### src/common/spm_defs.svh
/*
 Offsets, field positions and reset values of the serial port pin mux.
 Assumes a 32-bit APB register bus with byte addresses.
*/
`ifndef SPM_DEFS_SVH
`define SPM_DEFS_SVH

`define SPM_ADDR_W 12
`define SPM_OFF_CTL 12'h000
`define SPM_OFF_DIR 12'h004
`define SPM_OFF_DAT 12'h008
`define SPM_OFF_STAT 12'h00C

`define SPM_BIT_RX 0
`define SPM_BIT_TX 1
`define SPM_BIT_CLK 2

`define SPM_CTL_RST 3'h0
`define SPM_DIR_RST 3'h0
`define SPM_DAT_RST 3'h0

`define SPM_STAT_DRIVE_LSB 0
`define SPM_STAT_KEEP_LSB 3
`define SPM_STAT_STOP_BIT 6

`endif

### src/common/spm_pkg.sv
/*
 Types of the serial port pin mux.
 Assumes nothing of its surroundings.
*/
package spm_pkg;
    typedef enum logic [1:0] {
        SPM_ROLE_GPIO = 2'b01,
        SPM_ROLE_SERIAL = 2'b10
    } spm_role_t;
endpackage

### src/design/spm_pin_mux.sv
/*
 Pin mux for the three async serial port pins, with APB registers.
 Assumes pins resolved outside from out, oe_n and keeper enable,
 and a serial port that supplies transmit data and its clock source.
 Holds control, direction and output data registers, a read-only
 status word, the per-pin drive and keeper state, and the input
 sampling that feeds the receiver and the external clock path.
 Assumes stop_mode is already synchronous to ref_clk and that the
 pad keeps the level on pin_out while pin_keep is high.
*/
`timescale 1ns/1ps
`include "spm_defs.svh"

module spm_pin_mux #(
    parameter int NPINS = 3
) (
    input wire logic ref_clk,
    input wire logic rst_n,
    input wire logic psel,
    input wire logic penable,
    input wire logic pwrite,
    input wire logic [`SPM_ADDR_W-1:0] paddr,
    input wire logic [31:0] pwdata,
    output logic [31:0] prdata,
    output logic pready,
    output logic pslverr,
    input wire logic stop_mode,
    input wire logic [NPINS-1:0] pin_in,
    output logic [NPINS-1:0] pin_out,
    output logic [NPINS-1:0] pin_oe_n,
    output logic [NPINS-1:0] pin_keep,
    input wire logic ser_txd,
    input wire logic ser_sclk_out,
    input wire logic ser_sclk_drive,
    output logic ser_rxd,
    output logic ser_sclk_in
);

    if (NPINS != 3) begin : g_bad_npins
        $error("spm_pin_mux serves exactly three pins");
    end

    // Role bits and status fields must fit the pins and the data word
    if (`SPM_BIT_RX >= NPINS || `SPM_BIT_TX >= NPINS
        || `SPM_BIT_CLK >= NPINS) begin : g_bad_bits
        $error("spm_pin_mux pin roles exceed the pin count");
    end
    if (`SPM_STAT_KEEP_LSB < `SPM_STAT_DRIVE_LSB + NPINS
        || `SPM_STAT_STOP_BIT < `SPM_STAT_KEEP_LSB + NPINS
        || `SPM_STAT_STOP_BIT > 31) begin : g_bad_stat
        $error("spm_pin_mux status fields overlap");
    end
    if ($bits(`SPM_CTL_RST) != NPINS || $bits(`SPM_DIR_RST) != NPINS
        || $bits(`SPM_DAT_RST) != NPINS) begin : g_bad_rst
        $error("spm_pin_mux reset values do not match the pin count");
    end
    if (`SPM_ADDR_W < 4 || `SPM_ADDR_W > 32) begin : g_bad_addr
        $error("spm_pin_mux address width out of range");
    end

    logic [NPINS-1:0] ctl_q, ctl_d;
    logic [NPINS-1:0] dir_q, dir_d;
    logic [NPINS-1:0] dat_q, dat_d;
    logic [31:0] rdata_q, rdata_d;
    logic err_q, err_d;
    logic [NPINS-1:0] drive_q, drive_d;
    logic [NPINS-1:0] out_q, out_d;
    logic [NPINS-1:0] oe_n_q, oe_n_d;
    logic [NPINS-1:0] keep_q, keep_d;
    logic [NPINS-1:0] in_q, in_d;
    logic stop_q, stop_d;
    logic setup;
    logic access;
    logic mapped;
    logic hit_ctl;
    logic hit_dir;
    logic hit_dat;
    logic hit_stat;
    logic [NPINS-1:0] ser_drive, ser_out;
    logic [31:0] stat_word;
    spm_pkg::spm_role_t role [NPINS];

    assign setup = psel & ~penable;
    assign access = psel & penable;

    always_comb begin
        hit_ctl = 1'b0;
        hit_dir = 1'b0;
        hit_dat = 1'b0;
        hit_stat = 1'b0;
        // Full-width compare, so aliases of a register answer as unmapped
        case (paddr)
            `SPM_OFF_CTL: hit_ctl = 1'b1;
            `SPM_OFF_DIR: hit_dir = 1'b1;
            `SPM_OFF_DAT: hit_dat = 1'b1;
            `SPM_OFF_STAT: hit_stat = 1'b1;
            default: ;
        endcase
        mapped = hit_ctl | hit_dir | hit_dat | hit_stat;
    end

    // Register file; stat is read-only
    always_comb begin
        ctl_d = ctl_q;
        dir_d = dir_q;
        dat_d = dat_q;
        if (access && pwrite) begin
            if (hit_ctl) begin
                ctl_d = pwdata[NPINS-1:0];
            end
            if (hit_dir) begin
                dir_d = pwdata[NPINS-1:0];
            end
            if (hit_dat) begin
                dat_d = pwdata[NPINS-1:0];
            end
        end
    end

    always_ff @(posedge ref_clk or negedge rst_n) begin
        if (!rst_n) begin
            ctl_q <= `SPM_CTL_RST;
            dir_q <= `SPM_DIR_RST;
            dat_q <= `SPM_DAT_RST;
        end else begin
            ctl_q <= ctl_d;
            dir_q <= dir_d;
            dat_q <= dat_d;
        end
    end

    // Status word: drive, keeper and stop state as seen by the pins
    always_comb begin
        stat_word = 32'h0000_0000;
        stat_word[`SPM_STAT_DRIVE_LSB +: NPINS] = drive_q;
        stat_word[`SPM_STAT_KEEP_LSB +: NPINS] = keep_q;
        stat_word[`SPM_STAT_STOP_BIT] = stop_q;
    end

    // Read data captured in setup so the access phase needs no wait
    always_comb begin
        rdata_d = rdata_q;
        err_d = err_q;
        if (setup) begin
            rdata_d = 32'h0000_0000;
            err_d = ~mapped;
            if (hit_ctl) begin
                rdata_d[NPINS-1:0] = ctl_q;
            end
            if (hit_dir) begin
                rdata_d[NPINS-1:0] = dir_q;
            end
            if (hit_dat) begin
                rdata_d[NPINS-1:0] = in_q;
            end
            if (hit_stat) begin
                rdata_d = stat_word;
            end
        end
    end

    always_ff @(posedge ref_clk or negedge rst_n) begin
        if (!rst_n) begin
            rdata_q <= 32'h0000_0000;
            err_q <= 1'b0;
        end else begin
            rdata_q <= rdata_d;
            err_q <= err_d;
        end
    end

    assign prdata = rdata_q;
    assign pready = access;
    assign pslverr = access & err_q;

    always_comb begin
        for (int i = 0; i < NPINS; i++) begin
            role[i] = ctl_q[i] ? spm_pkg::SPM_ROLE_SERIAL
                               : spm_pkg::SPM_ROLE_GPIO;
        end
    end

    // Inputs frozen in stop so nothing sees a floating pin
    always_comb begin
        stop_d = stop_mode;
        if (stop_mode) begin
            in_d = in_q;
        end else begin
            in_d = pin_in;
        end
    end

    always_ff @(posedge ref_clk or negedge rst_n) begin
        if (!rst_n) begin
            stop_q <= 1'b0;
            in_q <= '0;
        end else begin
            stop_q <= stop_d;
            in_q <= in_d;
        end
    end

    // Direction and level that the serial function asks of each pin
    always_comb begin
        for (int i = 0; i < NPINS; i++) begin
            case (i)
                `SPM_BIT_RX: begin
                    ser_drive[i] = 1'b0;
                    ser_out[i] = 1'b0;
                end
                `SPM_BIT_TX: begin
                    ser_drive[i] = 1'b1;
                    ser_out[i] = ser_txd;
                end
                // Clock direction follows the port's clock source
                `SPM_BIT_CLK: begin
                    ser_drive[i] = ser_sclk_drive;
                    ser_out[i] = ser_sclk_out;
                end
                default: begin
                    ser_drive[i] = 1'b0;
                    ser_out[i] = 1'b0;
                end
            endcase
        end
    end

    // Pin drive; no wait input exists, so wait cannot disturb pins
    always_comb begin
        drive_d = drive_q;
        out_d = out_q;
        for (int i = 0; i < NPINS; i++) begin
            case (role[i])
                spm_pkg::SPM_ROLE_GPIO: begin
                    drive_d[i] = dir_q[i];
                    out_d[i] = dat_q[i];
                end
                spm_pkg::SPM_ROLE_SERIAL: begin
                    drive_d[i] = ser_drive[i];
                    out_d[i] = ser_out[i];
                end
                default: begin
                    drive_d[i] = 1'b0;
                    out_d[i] = 1'b0;
                end
            endcase
        end
        if (stop_mode) begin
            // Freeze last state so the keeper holds what was driven
            drive_d = drive_q;
            out_d = out_q;
        end
        oe_n_d = stop_mode ? {NPINS{1'b1}} : ~drive_d;
        keep_d = stop_mode ? drive_d : {NPINS{1'b0}};
    end

    always_ff @(posedge ref_clk or negedge rst_n) begin
        if (!rst_n) begin
            drive_q <= '0;
            out_q <= '0;
            oe_n_q <= '1;
            keep_q <= '0;
        end else begin
            drive_q <= drive_d;
            out_q <= out_d;
            oe_n_q <= oe_n_d;
            keep_q <= keep_d;
        end
    end

    assign pin_out = out_q;
    assign pin_oe_n = oe_n_q;
    assign pin_keep = keep_q;

    // Idle-high line to the receiver while not selected or in stop
    always_comb begin
        if (ctl_q[`SPM_BIT_RX] && !stop_q) begin
            ser_rxd = in_q[`SPM_BIT_RX];
        end else begin
            ser_rxd = 1'b1;
        end
    end

    // Clock from the pin only when the port does not drive it
    always_comb begin
        if (ctl_q[`SPM_BIT_CLK] && !ser_sclk_drive && !stop_q) begin
            ser_sclk_in = in_q[`SPM_BIT_CLK];
        end else begin
            ser_sclk_in = 1'b0;
        end
    end

endmodule

### config.mk
export PLATFORM = sky130hd
export DESIGN_NAME = spm_pin_mux
export DESIGN_NICKNAME = d
export VERILOG_FILES = /design/src/common/spm_pkg.sv /design/src/design/spm_pin_mux.sv
export VERILOG_INCLUDE_DIRS = /design/src /design/src/common
export SDC_FILE = /design/constraint.sdc
export NUM_CORES = 1
export LEC_CHECK = 0
export ABC_CLOCK_PERIOD_IN_PS = 1500
export BUFFER_PORTS_ARGS = -buffer_cell sky130_fd_sc_hd__buf_2
export CAP_MARGIN = 10
export CORE_ASPECT_RATIO = 1.2
export CORE_UTILIZATION = 42
export CTS_CLUSTER_DIAMETER = 30
export CTS_CLUSTER_SIZE = 28
export DETAILED_ROUTE_END_ITERATION = 10
export PLACE_DENSITY_LB_ADDON = 0.15
export REMOVE_ABC_BUFFERS = 1
export SLEW_MARGIN = 20
export SYNTH_ARGS = -nofsm -noshare
export SYNTH_HDL_FRONTEND = slang
export SYNTH_SLANG_ARGS = --single-unit
### constraint.sdc
create_clock -name ref_clk -period 1.5 [get_ports ref_clk]
set_clock_uncertainty 0.15 [all_clocks]
set_input_delay 0 -clock ref_clk [delete_from_list [all_inputs] [get_ports ref_clk]]
set_output_delay 0 -clock ref_clk [all_outputs]
set_load 0.01 [all_outputs]
# ---- Word level (Yosys, flattened, before mapping)
# Cells that the tools add are included.
dict set report totals {
  ff_bits 58
  inputBits 56
  elab_cells 60
}
dict set report classes {
  n_eq_ne 8
  mux 22
  n_bitwise 9
  reduce_logical 10
}
# operator count
set ops {}
lappend ops {{12-bit by 4-bit equality test with 1-bit output, second input constant} 2}
lappend ops {{3-bit 2-to-1 mux} 6}
lappend ops {{12-bit by 3-bit equality test with 1-bit output, second input constant} 1}
lappend ops {{12-bit logical NOT} 1}
lappend ops {{1-bit 2-to-1 mux} 8}
lappend ops {{1-bit one-hot mux with 2 select lines} 4}
lappend ops {{7-bit 2-to-1 mux} 1}
lappend ops {{2-bit by 1-bit equality test with 1-bit output, second input constant} 3}
lappend ops {{2-bit 2-to-1 mux} 3}
lappend ops {{2-bit AND reduction} 3}
lappend ops {{2-bit equality test, second input constant} 2}
lappend ops {{1-bit logical AND} 4}
lappend ops {{1-bit bitwise AND} 3}
lappend ops {{3-bit inverter} 1}
lappend ops {{1-bit bitwise OR} 3}
lappend ops {{1-bit logical NOT} 2}
lappend ops {{1-bit inverter} 2}

# ---- Logic depth before layout (Yosys ltp)
# Gate-level depths: netlist of run 1.
dict set report logic_depth {
  ltp_word 6
  ltp_mapped 4
  depth_no_buf 3
}

# ---- Least setup slack after synthesis of run 1
# Ideal clock, no wire load.
dict set report synth_path {
  kind {input to register}
  start {in paddr[1]}
  end {reg ctl_q[0]}
  t_arrival_ns 1.292
  path_slack_ns -0.067
  path_stages 3
  n_path_buf 0
  path_cell_list {or4_4 -> nor4_4 -> mux2_2}
}
dict set report synth_via {
  elab_chain_cells 3
}
# item line_no
set synth_lines {}
lappend synth_lines {{start, declared} spm_pin_mux.sv:22} ;# input wire logic [`SPM_ADDR_W-1:0] paddr,
lappend synth_lines {{12-bit logical NOT} spm_pin_mux.sv:92} ;# case (paddr)
lappend synth_lines {{1-bit 2-to-1 mux} spm_pin_mux.sv:92}
lappend synth_lines {{2-bit AND reduction (no source line)} n/a}
lappend synth_lines {{end signal, assigned} spm_pin_mux.sv:122} ;# ctl_q <= `SPM_CTL_RST;
lappend synth_lines {{end signal, assigned} spm_pin_mux.sv:126} ;# ctl_q <= ctl_d;
lappend synth_lines {{end, declared} spm_pin_mux.sv:61} ;# logic [NPINS-1:0] ctl_q, ctl_d;
# No other way between the ends.
# A chain may end at the register's enable or synchronous reset.

# ---- Worst setup path after layout of run 1
dict set report layout_path {
  start {in paddr[1]}
  end {reg ctl_q[1]}
}
# Same word-level chain as after synthesis.

==> results of run 1 <==
==> stage by stage <==
stage               cells  worst slack, ns  TNS [ns]
CTS                   254           0.0660         0
floorplan             125          -0.0668    -0.602
detailed placement    234           -0.237     -2.87
global route          254          0.00231         0
global placement      234           -0.195     -2.29
finish                254           0.0391         0
==> synth_stat cells (2+ instances only) <==
| cell type | count | share of area |
|---|---|---|
| sky130_fd_sc_hd__clkbuf_1 | 2 | 0.0046 |
| sky130_fd_sc_hd__a31o_2 | 3 | 0.016 |
| sky130_fd_sc_hd__mux4_2 | 3 | 0.041 |
| sky130_fd_sc_hd__nor2_1 | 2 | 0.0046 |
| sky130_fd_sc_hd__buf_4 | 25 | 0.12 |
| sky130_fd_sc_hd__a22o_1 | 5 | 0.027 |
| sky130_fd_sc_hd__nand2_1 | 8 | 0.018 |
| sky130_fd_sc_hd__dfrtp_1 | 30 | 0.46 |
| sky130_fd_sc_hd__or4_4 | 2 | 0.014 |
| sky130_fd_sc_hd__dfstp_2 | 3 | 0.048 |
| sky130_fd_sc_hd__and2_1 | 5 | 0.019 |
| sky130_fd_sc_hd__mux2_2 | 12 | 0.083 |
| sky130_fd_sc_hd__nand2b_1 | 2 | 0.0077 |
| sky130_fd_sc_hd__or2_2 | 2 | 0.0077 |
| sky130_fd_sc_hd__o21ai_0 | 3 | 0.0092 |
| sky130_fd_sc_hd__inv_1 | 2 | 0.0046 |
| sky130_fd_sc_hd__nor4_4 | 3 | 0.039 |
| sky130_fd_sc_hd__mux2i_1 | 3 | 0.018 |
| sky130_fd_sc_hd__or4b_1 | 2 | 0.012 |
==> flip-flops by register name, indices dropped and copies added, names as in the netlist, 3 cells and up <==
signal	count
drive_q	3
dir_q	3
ctl_q	3
in_q	3
pin_keep	3
pin_out	3
dat_q	3
prdata	7
pin_oe_n	3
==> final cells by class <==
| cell class | instances | share of cell area |
|---|---|---|
| flip-flops and latches | 33 | 0.387 |
| well taps | 52 | 0.0304 |
| clock inverters | 1 | 0.0140 |
| multi-input cells | 90 | 0.322 |
| inverters | 2 | 0.00351 |
| clock buffers | 7 | 0.0403 |
| repair buffers | 69 | 0.202 |
==> how the worst min path moves through the flow <==
stage / depth (start not counted) / end
after floorplan: 0 / ctl_q[0]
after global placement: 2 / pin_out[1]
after detailed placement: 2 / pin_out[1]
after CTS: 4 / ctl_q[2]
after global routing: 4 / ctl_q[0]
final: 3 / pin_keep[1]
==> kinds of logic after synthesis <==
logic type	after synthesis
AOI/OAI and AO/OA	12
buffers and inverters	29
DFF	33
muxes	18
other	1
and+or+nand+nor	35
==> report_power, final <==
| group | leakage (nW) | switching [mW] | internal, mW |
|---|---|---|---|
| Clock | 0.0585 | 0.320 | 0.541 |
| Sequential | 0.439 | 0.00933 | 0.904 |
| Combinational | 0.638 | 0.103 | 0.0827 |
==> timing repair <==
action,in CTS,in global routing
endpoints found under the hold margin,57,0
setup endpoints to repair,0,0
hold buffers,12,0
resized for setup,0,0
==> layer usage <==
layer,up-vias,routed length [um],track usage
met3,9,188,0.0500
li1,553,-,-
met2,55,1830,0.326
met4,0,92,0.0952
met5,-,0,0
met1,556,1330,0.212
==> worst min-delay path, stage by stage <==
cell and delay [ns]:
sky130_fd_sc_hd__dlygate4sd3_1 0.51, sky130_fd_sc_hd__buf_2 0.09, sky130_fd_sc_hd__buf_4 0.37
==> key figures, run 1 <==
Critical path
  – Critical path endpoint: ctl_q[1]
  – Slowest library cell on the worst path: sky130_fd_sc_hd__or4_4
  – CP startpoint kind: primary input
  – Length in cells of the worst reg-to-reg path: 2
  – Category of cells accounting for the largest share of critical-path delay: simple AND/OR/NAND/NOR gates
  – Critical path peak fanout: 4
  – Buf/Inv on CP: 1
  – Required time at the worst-slack endpoint: 1.52 ns
  – Endpoint kind of the worst setup timing path: flip-flop
  – Worst path depth: 4
  – Endpoint arrival time on the critical path: around 1.5 ns
  – Beginning of the worst register-to-register path: dir_q[2]
  – Worst setup slack for register-to-register paths: 0.12 ns
  – Sequence of cells on the critical path: buf_2 > or4_4 > nor4_4 > mux2_2
  – Critical R2R Capture: prdata[2]
  – Crit path kind: primary input to flip-flop
  – Worst setup path startpoint: paddr[1]
  – Peak per-stage delay on the critical path: 0.59 ns

STA
  – Final number of setup-violating endpoints: 0
  – Fin. max-slew vios: 0
  – Final Hold Fails: 0
  – Crit share post-route: 0.974
  – Highest achievable clock rate: 685 MHz
  – Tightest hold margin: roughly 0.11 ns
  – Setup repair after global routing missed its margin: false
  – Time the final worst path needs with I/O delays and setup: between 1 and 1.5 ns

Placed design
  – Count of buffers from port buffering: 46
  – Instance area after placement: between 0.0015 and 0.002 mm^2
  – Total half-perimeter wirelength after legalization and detailed placement: 2580 um
  – Placer Congestion: between 0.7 and 0.8

Final layout
  – Final non-filler cell area: 0.00214 mm^2
  – Fill cell total of the finished layout: 343
  – Register cell area after layout: 830 um^2
  – Leading cell type in the layout, fill and taps excluded: sky130_fd_sc_hd__buf_2
  – Most frequent cells in the layout: sky130_fd_sc_hd__buf_2, sky130_fd_sc_hd__dfrtp_1, sky130_fd_sc_hd__conb_1, sky130_fd_sc_hd__mux2_2, sky130_fd_sc_hd__dlygate4sd3_1
  – Synthesis-to-layout area growth: 31.2%
  – Fraction of final layout cells with drive strength greater than 1: 0.465
  – Final core utilization: 0.584
  – Layout Nets: about 260
  – # diodes: 0
  – Area occupied by multi-input gates: 689 um^2

Power and ir drop
  – Total leakage power: 1.14 nW
  – Peak VDD IR: 0.000601 V
  – Pwr per Cell Area: 916 mW/mm^2
  – Overall power after layout: between 1.5 and 2 mW

GRT
  – Global-route wire length before repair: ~5700 um
  – Total routing resource utilization after global routing: 0.190
  – Number of antenna violations at the first check in global routing: 0
  – Remaining global-route overflow: 0
  – Vias in the first global route: around 1.2k
  – Largest net degree at the start of global routing: 34

Routing
  – Remaining design rule violation count: 0
  – Routed wire length: 3440 um
  – Total number of vias: about 1.2k
  – Number of violations reported at the end of detailed-routing iteration 0: 42
  – Via/cell ratio: 4.62
  – Number of nets with antenna violations after routing: 0
  – Routed wirelength normalized by instance count: ~14 um
  – First drt pass iteration count: 4

Yosys
  – Number of synthesized register bits: 33
  – Fraction of registers with async set/reset: 1.00
  – Sequential fraction of the synthesis area: 0.508
  – Synth Area in XOR/XNOR: 0
  – Most used DFF post-synth: sky130_fd_sc_hd__dfrtp_1
  – Synthesized area: 0.00163 mm^2
  – Compound-Gate Fraction of Synth Area: 0.0567
  – Multiplexer share of the synthesized area: 0.143
  – Number of synthesized flops with an enable pin: 0
  – Library cells used by synthesis: 30
  – Mapped Avg Cell Area: 12.7 um^2
  – Main combinational cell family by area after synthesis: simple AND/OR/NAND/NOR gates
  – Simple-gate portion of the synthesized area: 0.166
  – Adder and majority gate portion of the synthesized area: 0
  – Post-Synthesis Cells: 128
  – Yosys Warn Count: 0

Clocking
  – Clk buf depth: 2
  – TritonCTS clock tree: done
  – TritonCTS buffer count: 5
  – H-tree levels: 2
  – Clock tree sinks: 33
  – Cell at the root of the clock tree: sky130_fd_sc_hd__clkbuf_8
  – Clk pin slew, worst setup/hold paths: 0.07 ns
  – Buffer count from post-CTS setup fixing: 0
  – Clock Latency Late Sink: between 0.2 and 0.3 ns

Hold path
  – Worst hold-check path type: primary input to asynchronous set/reset pin

Run status
  – Result of the run: completed

Die
  – Starting utilization of the core area: 0.445
  – Number of top-level pins: 101
  – DIE WIDTH: around 59 um
  – Cell Rows: 24
  – Area of the core: 0.00366 mm^2
  – Area of the die: 0.00414 mm^2
  – Die Y: 70.3 um

Flow run
  – Max-capacitance violation count: 0
Power figures use the tool's default switching activity.
==> inputs of run 2 (changes only) <==
==> constraint.sdc (replaced) <==
create_clock -name ref_clk -period 1.5 [get_ports ref_clk]
set_clock_uncertainty 0.15 [all_clocks]
set_input_delay 0.15 -clock ref_clk [delete_from_list [all_inputs] [get_ports ref_clk]]
set_output_delay 0.15 -clock ref_clk [all_outputs]
set_load 0.01 [all_outputs]
==> run 2 against run 1 <==
Net effect: the run now ends with setup timing left; clock-buffer cell count unchanged; clock power down 1%; sequential power about the same; setup slack worse by 0.10 ns; non-clock buffer count unchanged; power about the same; worst hold slack worse by 0.096 ns; sequential share of layout area down 1.3 points; critical path type unchanged; largest cell class unchanged; largest power group unchanged; highest routed layer unchanged.
==> key figures, run 2 (synthesized netlist as in run 1, its figures left out) <==
Run status
  – Result of the run: finished, violations left (was completed)
  – Violated checks: setup timing

Routing
  – Routed wire length: 3290 um (was 3440 um)
  – First drt pass iteration count: 4 (unchanged)
  – Routed wirelength normalized by instance count: 12.9 um (was 13.5 um)
  – Total number of vias: 1169 (was 1173)
  – Number of violations reported at the end of detailed-routing iteration 0: 19 (was 42)
  – Via/cell ratio: 4.60 (was 4.62)
  – Number of nets with antenna violations after routing: 0 (unchanged)
  – Remaining design rule violation count: 0 (unchanged)

STA
  – Time the final worst path needs with I/O delays and setup: 1.57 ns (was 1.46 ns)
  – Setup repair after global routing missed its margin: true (was false)
  – Fin. max-slew vios: 0 (unchanged)
  – Highest achievable clock rate: 639 MHz (was 685 MHz)
  – Final Hold Fails: 0 (unchanged)
  – Crit share post-route: 1.04 (was 0.974)
  – Post-route worst setup slack: -0.0651 ns (was 0.0391 ns)
  – Setup_tns: -0.475 ns (was 0 ns)
  – Final number of setup-violating endpoints: 9 (was 0)

Critical path
  – Critical path endpoint: dir_q[2] (was ctl_q[1])
  – Critical R2R Capture: prdata[2] (unchanged)
  – Worst setup path startpoint: paddr[7] (was paddr[1])
  – Critical path peak fanout: 4 (unchanged)
  – Required time at the worst-slack endpoint: 1.52 ns (about the same)
  – Worst setup slack for register-to-register paths: 0.13 ns (was 0.12 ns)
  – Endpoint arrival time on the critical path: 1.58 ns (was 1.48 ns)
  – Beginning of the worst register-to-register path: in_q[2] (was dir_q[2])
  – Length in cells of the worst reg-to-reg path: 2 (unchanged)
  – Crit path kind: primary input to flip-flop (unchanged)
  – Endpoint kind of the worst setup timing path: flip-flop (unchanged)
  – CP startpoint kind: primary input (unchanged)

Hold path
  – Worst hold-check path type: primary input to flip-flop (was primary input to asynchronous set/reset pin)
  – Worst hold path cell count: 3

Die
  – Die Y: 70.3 um (unchanged)
  – Number of top-level pins: 101 (unchanged)
  – Starting utilization of the core area: 0.445 (unchanged)
  – DIE WIDTH: 58.9 um (unchanged)
  – Area of the die: 0.00414 mm^2 (unchanged)
  – Area of the core: 0.00366 mm^2 (unchanged)
  – Cell Rows: 24 (unchanged)

Placed design
  – Worst setup timing slack at the placement stage: -0.398 ns (was -0.237 ns)
  – Placer Congestion: 0.710 (was 0.724)
  – Count of buffers from port buffering: 46 (unchanged)
  – Total half-perimeter wirelength after legalization and detailed placement: 2450 um (was 2580 um)
  – Placed Cells: 236 (was 234)

Clocking
  – Clk buf depth: 2 (unchanged)
  – Clk pin slew, worst setup/hold paths: 0.06 ns (was 0.07 ns)
  – Cell at the root of the clock tree: sky130_fd_sc_hd__clkbuf_8 (unchanged)
  – Clock Latency Late Sink: 0.28 ns (was 0.29 ns)
  – TritonCTS buffer count: 5 (unchanged)
  – H-tree levels: 2 (unchanged)
  – TritonCTS clock tree: done (unchanged)
  – Clock tree sinks: 33 (unchanged)

Flow run
  – Max-capacitance violation count: 0 (unchanged)

GRT
  – Largest net degree at the start of global routing: 34 (unchanged)
  – Number of antenna violations at the first check in global routing: 0 (unchanged)
  – Remaining global-route overflow: 0 (unchanged)
  – Total routing resource utilization after global routing: 0.182 (was 0.190)
  – Vias in the first global route: 1187 (was 1205)
  – Global-route wire length before repair: 5490 um (was 5670 um)

Final layout
  – Max FFs per register: 7 (unchanged)
  – # diodes: 0 (unchanged)
  – Layout Nets: 257 (unchanged)
  – Synthesis-to-layout area growth: 35.7% (was 31.2%)
  – Final cell count without fillers: 254 (unchanged)
  – Final core utilization: 0.604 (was 0.584)
  – Fraction of final layout cells with drive strength greater than 1: 0.505 (was 0.465)
  – Most frequent cells in the layout: sky130_fd_sc_hd__buf_2, sky130_fd_sc_hd__dfrtp_1, sky130_fd_sc_hd__conb_1, sky130_fd_sc_hd__buf_4 (was sky130_fd_sc_hd__buf_2, sky130_fd_sc_hd__dfrtp_1, sky130_fd_sc_hd__conb_1, sky130_fd_sc_hd__mux2_2, sky130_fd_sc_hd__dlygate4sd3_1)
  – Leading cell type in the layout, fill and taps excluded: sky130_fd_sc_hd__buf_2 (unchanged)

Power and ir drop
  – Overall power after layout: 1.96 mW (about the same)
  – Peak VDD IR: 0.000675 V (was 0.000601 V)
  – Pwr per Cell Area: 885 mW/mm^2 (was 916 mW/mm^2)
  – Total leakage power: 1.18 nW (was 1.14 nW)
run 2: worst min path at each step:
stage,startpoint,to,slack (ns)
finish,ser_sclk_out,pin_out[2],0.01
global route,ser_sclk_out,pin_out[2],0.05
CTS,ser_sclk_out,pin_out[2],0.01
detailed placement,rst_n,pin_out[1],0.06
global placement,rst_n,pin_out[1],0.04
floorplan,rst_n,ctl_q[0],-0.30
run 2: area by class of cell:
type | count | area [um^2]
clock buffer | 7 | 86.3
timing repair buffer | 69 | 448
fill | 323 | 1450
inverter | 2 | 7.51
tap | 52 | 65.1
multi-input combinational | 90 | 747
clock inverter | 1 | 30.0
sequential | 33 | 830
run 2: stage by stage:
stage | cell area (um^2) | hold WS [ns]
after detailed placement | 1920 | 0.0591
after floorplan | 1530 | -0.296
after global routing | 2210 | 0.0514
after CTS | 2160 | 0.0103
after global placement | 1920 | 0.0408
final | 2210 | 0.0130
run 2: critical path, stage by stage:
cell and delay (ns):
sky130_fd_sc_hd__buf_6 0.09, sky130_fd_sc_hd__or4_4 0.59, sky130_fd_sc_hd__nor4_4 0.42, sky130_fd_sc_hd__mux2_4 0.33
run 2: what timing repair did:
item                                    in CTS  in global routing
hold buffers                                 8                  0
setup buffers                                1                  1
gates resized for setup                      8                  6
hold endpoints to repair                    43                  0
endpoints found under the setup margin       9                 14
gates cloned                                 0                  0
pin swaps                                    4                  3
run 2: report_power, final:
group | switching [mW] | leakage [nW] | internal [mW]
Sequential | 0.00988 | 0.439 | 0.904
Combinational | 0.106 | 0.678 | 0.0887
Clock | 0.309 | 0.0585 | 0.541
Total | 0.425 | 1.18 | 1.53
run 2: layer usage:
layer / global-route usage / part of all wire / wire (um)
met1: 0.205 / 0.40 / 1320
met2: 0.309 / 0.52 / 1710
met3: 0.0574 / 0.056 / 183
met4: 0.0794 / 0.021 / 68
met5: 0 / 0 / 0
==> inputs of run 3 (changes only) <==
SETUP_SLACK_MARGIN = 0.3   (was unset)
==> run 3 against run 2 <==
Net effect: the flow still finishes with violations (setup timing); maximum frequency is 0.37% higher; die area stayed put; largest cell class unchanged; worst hold slack worse by 0.0094 ns; clock-buffer cell count stayed put; register-to-register slack worse by 0.02 ns; first-iteration DRC count is 32% lower.
==> key figures, run 3 (synthesized netlist as in run 1, its figures left out) <==
Placed design
  – Placer Congestion: 0.710 (unchanged)
  – Placed Cells: 236 (unchanged)
  – Total half-perimeter wirelength after legalization and detailed placement: 2450 um (unchanged)
  – Instance area after placement: 0.00192 mm^2 (unchanged)
  – Count of buffers from port buffering: 46 (unchanged)
  – Worst setup timing slack at the placement stage: -0.398 ns (unchanged)

Routing
  – Via/cell ratio: 4.65 (was 4.60)
  – Routed wirelength normalized by instance count: 13.2 um (was 12.9 um)
  – Detailed route wirelength on metal2: 1870 um (was 1710 um)
  – Total number of vias: 1195 (was 1169)
  – Met3 wire length: 170 um (was 183 um)
  – Remaining design rule violation count: 0 (unchanged)
  – Number of violations reported at the end of detailed-routing iteration 0: 13 (was 19)
  – First drt pass iteration count: 4 (unchanged)
  – Met1 routed wirelength after detailed routing: 1300 um (was 1320 um)
  – Number of nets with antenna violations after routing: 0 (unchanged)
  – Routed wire length: 3380 um (was 3290 um)
  – Top layer used by detailed routing: met4 (unchanged)

Clocking
  – Cell at the root of the clock tree: sky130_fd_sc_hd__clkbuf_8 (unchanged)
  – TritonCTS clock tree: done (unchanged)
  – Clk buf depth: 2 (unchanged)
  – H-tree levels: 2 (unchanged)
  – Clock tree sinks: 33 (unchanged)
  – TritonCTS buffer count: 5 (unchanged)
  – Clk pin slew, worst setup/hold paths: 0.07 ns (was 0.06 ns)
  – Clock Latency Late Sink: 0.28 ns (about the same)

Final layout
  – Most frequent cells in the layout: sky130_fd_sc_hd__buf_2, sky130_fd_sc_hd__dfrtp_1, sky130_fd_sc_hd__conb_1, sky130_fd_sc_hd__buf_4, sky130_fd_sc_hd__buf_6 (was sky130_fd_sc_hd__buf_2, sky130_fd_sc_hd__dfrtp_1, sky130_fd_sc_hd__conb_1, sky130_fd_sc_hd__buf_4)
  – Fill cell total of the finished layout: 302 (was 323)
  – Final non-filler cell area: 0.00230 mm^2 (was 0.00221 mm^2)
  – Max FFs per register: 7 (unchanged)
  – Layout Nets: 260 (was 257)
  – # diodes: 0 (unchanged)
  – Leading cell type in the layout, fill and taps excluded: sky130_fd_sc_hd__buf_2 (unchanged)
  – Final core utilization: 0.628 (was 0.604)
  – Fraction of final layout cells with drive strength greater than 1: 0.532 (was 0.505)
  – Synthesis-to-layout area growth: 41.1% (was 35.7%)
  – Final cell count without fillers: 257 (was 254)

STA
  – Highest achievable clock rate: 641 MHz (was 639 MHz)
  – Setup_tns: -0.385 ns (was -0.475 ns)
  – Final number of setup-violating endpoints: 9 (unchanged)
  – Crit share post-route: 1.04 (about the same)
  – Final Hold Fails: 0 (unchanged)
  – Setup repair after global routing missed its margin: true (unchanged)
  – Time the final worst path needs with I/O delays and setup: 1.56 ns (was 1.57 ns)
  – Tightest hold margin: 0.00354 ns (was 0.0130 ns)
  – Post-route worst setup slack: -0.0594 ns (was -0.0651 ns)
  – Fin. max-slew vios: 0 (unchanged)

Critical path
  – Endpoint kind of the worst setup timing path: flip-flop (unchanged)
  – Crit path kind: primary input to flip-flop (unchanged)
  – CP startpoint kind: primary input (unchanged)
  – Peak per-stage delay on the critical path: 0.59 ns (about the same)
  – Buf/Inv on CP: 1 (unchanged)
  – Category of cells accounting for the largest share of critical-path delay: simple AND/OR/NAND/NOR gates (unchanged)
  – Slowest library cell on the worst path: sky130_fd_sc_hd__or4_4 (unchanged)
  – Required time at the worst-slack endpoint: 1.52 ns (about the same)
  – Critical path peak fanout: 4 (unchanged)
  – Sequence of cells on the critical path: buf_6 > or4_4 > nor4_4 > mux2_4 (unchanged)
  – Endpoint arrival time on the critical path: 1.58 ns (about the same)

Die
  – Number of top-level pins: 101 (unchanged)
  – Area of the die: 0.00414 mm^2 (unchanged)
  – Cell Rows: 24 (unchanged)
  – Starting utilization of the core area: 0.445 (unchanged)
  – DIE WIDTH: 58.9 um (unchanged)
  – Die Y: 70.3 um (unchanged)
  – Area of the core: 0.00366 mm^2 (unchanged)

Power and ir drop
  – Switching pwr: 0.436 mW (was 0.425 mW)
  – Switching part of the total: 0.221 (was 0.217)
  – Internal cell power: 1.54 mW (was 1.53 mW)
  – Total leakage power: 1.21 nW (was 1.18 nW)
  – Sequential group share of total power: 0.464 (was 0.467)
  – Pwr per Cell Area: 857 mW/mm^2 (was 885 mW/mm^2)
  – Clk network pwr share: 0.435 (was 0.434)
  – Peak VDD IR: 0.000640 V (was 0.000675 V)
  – Overall power after layout: 1.97 mW (was 1.96 mW)
  – Fraction of power consumed by combinational cells: 0.101 (was 0.099)

GRT
  – Largest net degree at the start of global routing: 34 (unchanged)
  – Global-route wire length before repair: 5820 um (was 5490 um)
  – Remaining global-route overflow: 0 (unchanged)
  – Total routing resource utilization after global routing: 0.191 (was 0.182)
  – Vias in the first global route: 1238 (was 1187)
  – Number of antenna violations at the first check in global routing: 0 (unchanged)

Run status
  – Result of the run: finished, violations left (unchanged)
  – Violated checks: setup timing (unchanged)

Hold path
  – Worst hold-check path type: primary input to flip-flop (unchanged)

Flow run
  – Max-capacitance violation count: 0 (unchanged)
==> run 3: cell count changes in the layout (fill, tap and decap cells not counted), moves of 3 or more <==
| cell | previous run | this run |
|---|---|---|
| sky130_fd_sc_hd__a31o_2 | 3 | 0 |
| sky130_fd_sc_hd__a31o_4 | 0 | 3 |
| sky130_fd_sc_hd__buf_2 | 44 | 40 |
| sky130_fd_sc_hd__buf_6 | 2 | 11 |
==> run 3: routing by layer <==
metal / track usage / vias to the layer above
li1: - / 553
met1: 0.213 / 581
met2: 0.332 / 56
met3: 0.0593 / 5
met4: 0.0688 / 0
met5: 0 / -
==> run 3: power by group through the flow <==
stage | registers [mW] | clock network (mW) | logic, mW
6_report | 0.915 | 0.858 | 0.199
5_1_grt | 0.916 | 0.918 | 0.220
3_5_place_dp | 0.929 | 0 | 0.166
2_1_floorplan | 0.926 | 0 | 0.0732
4_1_cts | 0.913 | 0.881 | 0.193
3_3_place_gp | 0.928 | 0 | 0.161
==> run 3: worst paths after layout <==
check / start / endpoint / slack (ns) / cells after the start
worst max-delay path: paddr[7] / dir_q[0] / -0.06 / 4
worst min-delay path: stop_mode / stop_q / 0.004 / 1
worst max register to register: in_q[0] / prdata[0] / 0.11 / 2
worst min register to register: pin_out[2] / pin_out[2] / 0.34 / 2
max in group asynchronous: rst_n / pin_oe_n[2] / 0.60 / 3
min in group asynchronous: rst_n / pin_out[1] / 0.27 / 3
==> run 3: cell type report <==
cell class / instances / area [um^2] / share of cell area
Sequential cell: 33 / 830 / 0.360
Multi-Input combinational cell: 90 / 785 / 0.341
Timing Repair Buffer: 72 / 499 / 0.217
Clock buffer: 7 / 86.3 / 0.0375
Tap cell: 52 / 65.1 / 0.0283
Clock inverter: 1 / 30.0 / 0.0130
Inverter: 2 / 7.51 / 0.00326
==> run 3: timing repair <==
action | CTS | global route
hold endpoints to repair | 42 | 0
pin swaps | 12 | 3
buffers inserted | 6 | 0
hold buffers | 7 | 0
resized for setup | 23 | 9
endpoints found under the setup margin | 26 | 26
==> run 3: worst reg2reg max path, cell delays in order (launching register included) <==
cell	delay, ns
sky130_fd_sc_hd__dfrtp_1	0.42
sky130_fd_sc_hd__mux4_2	0.48
sky130_fd_sc_hd__a31o_4	0.24
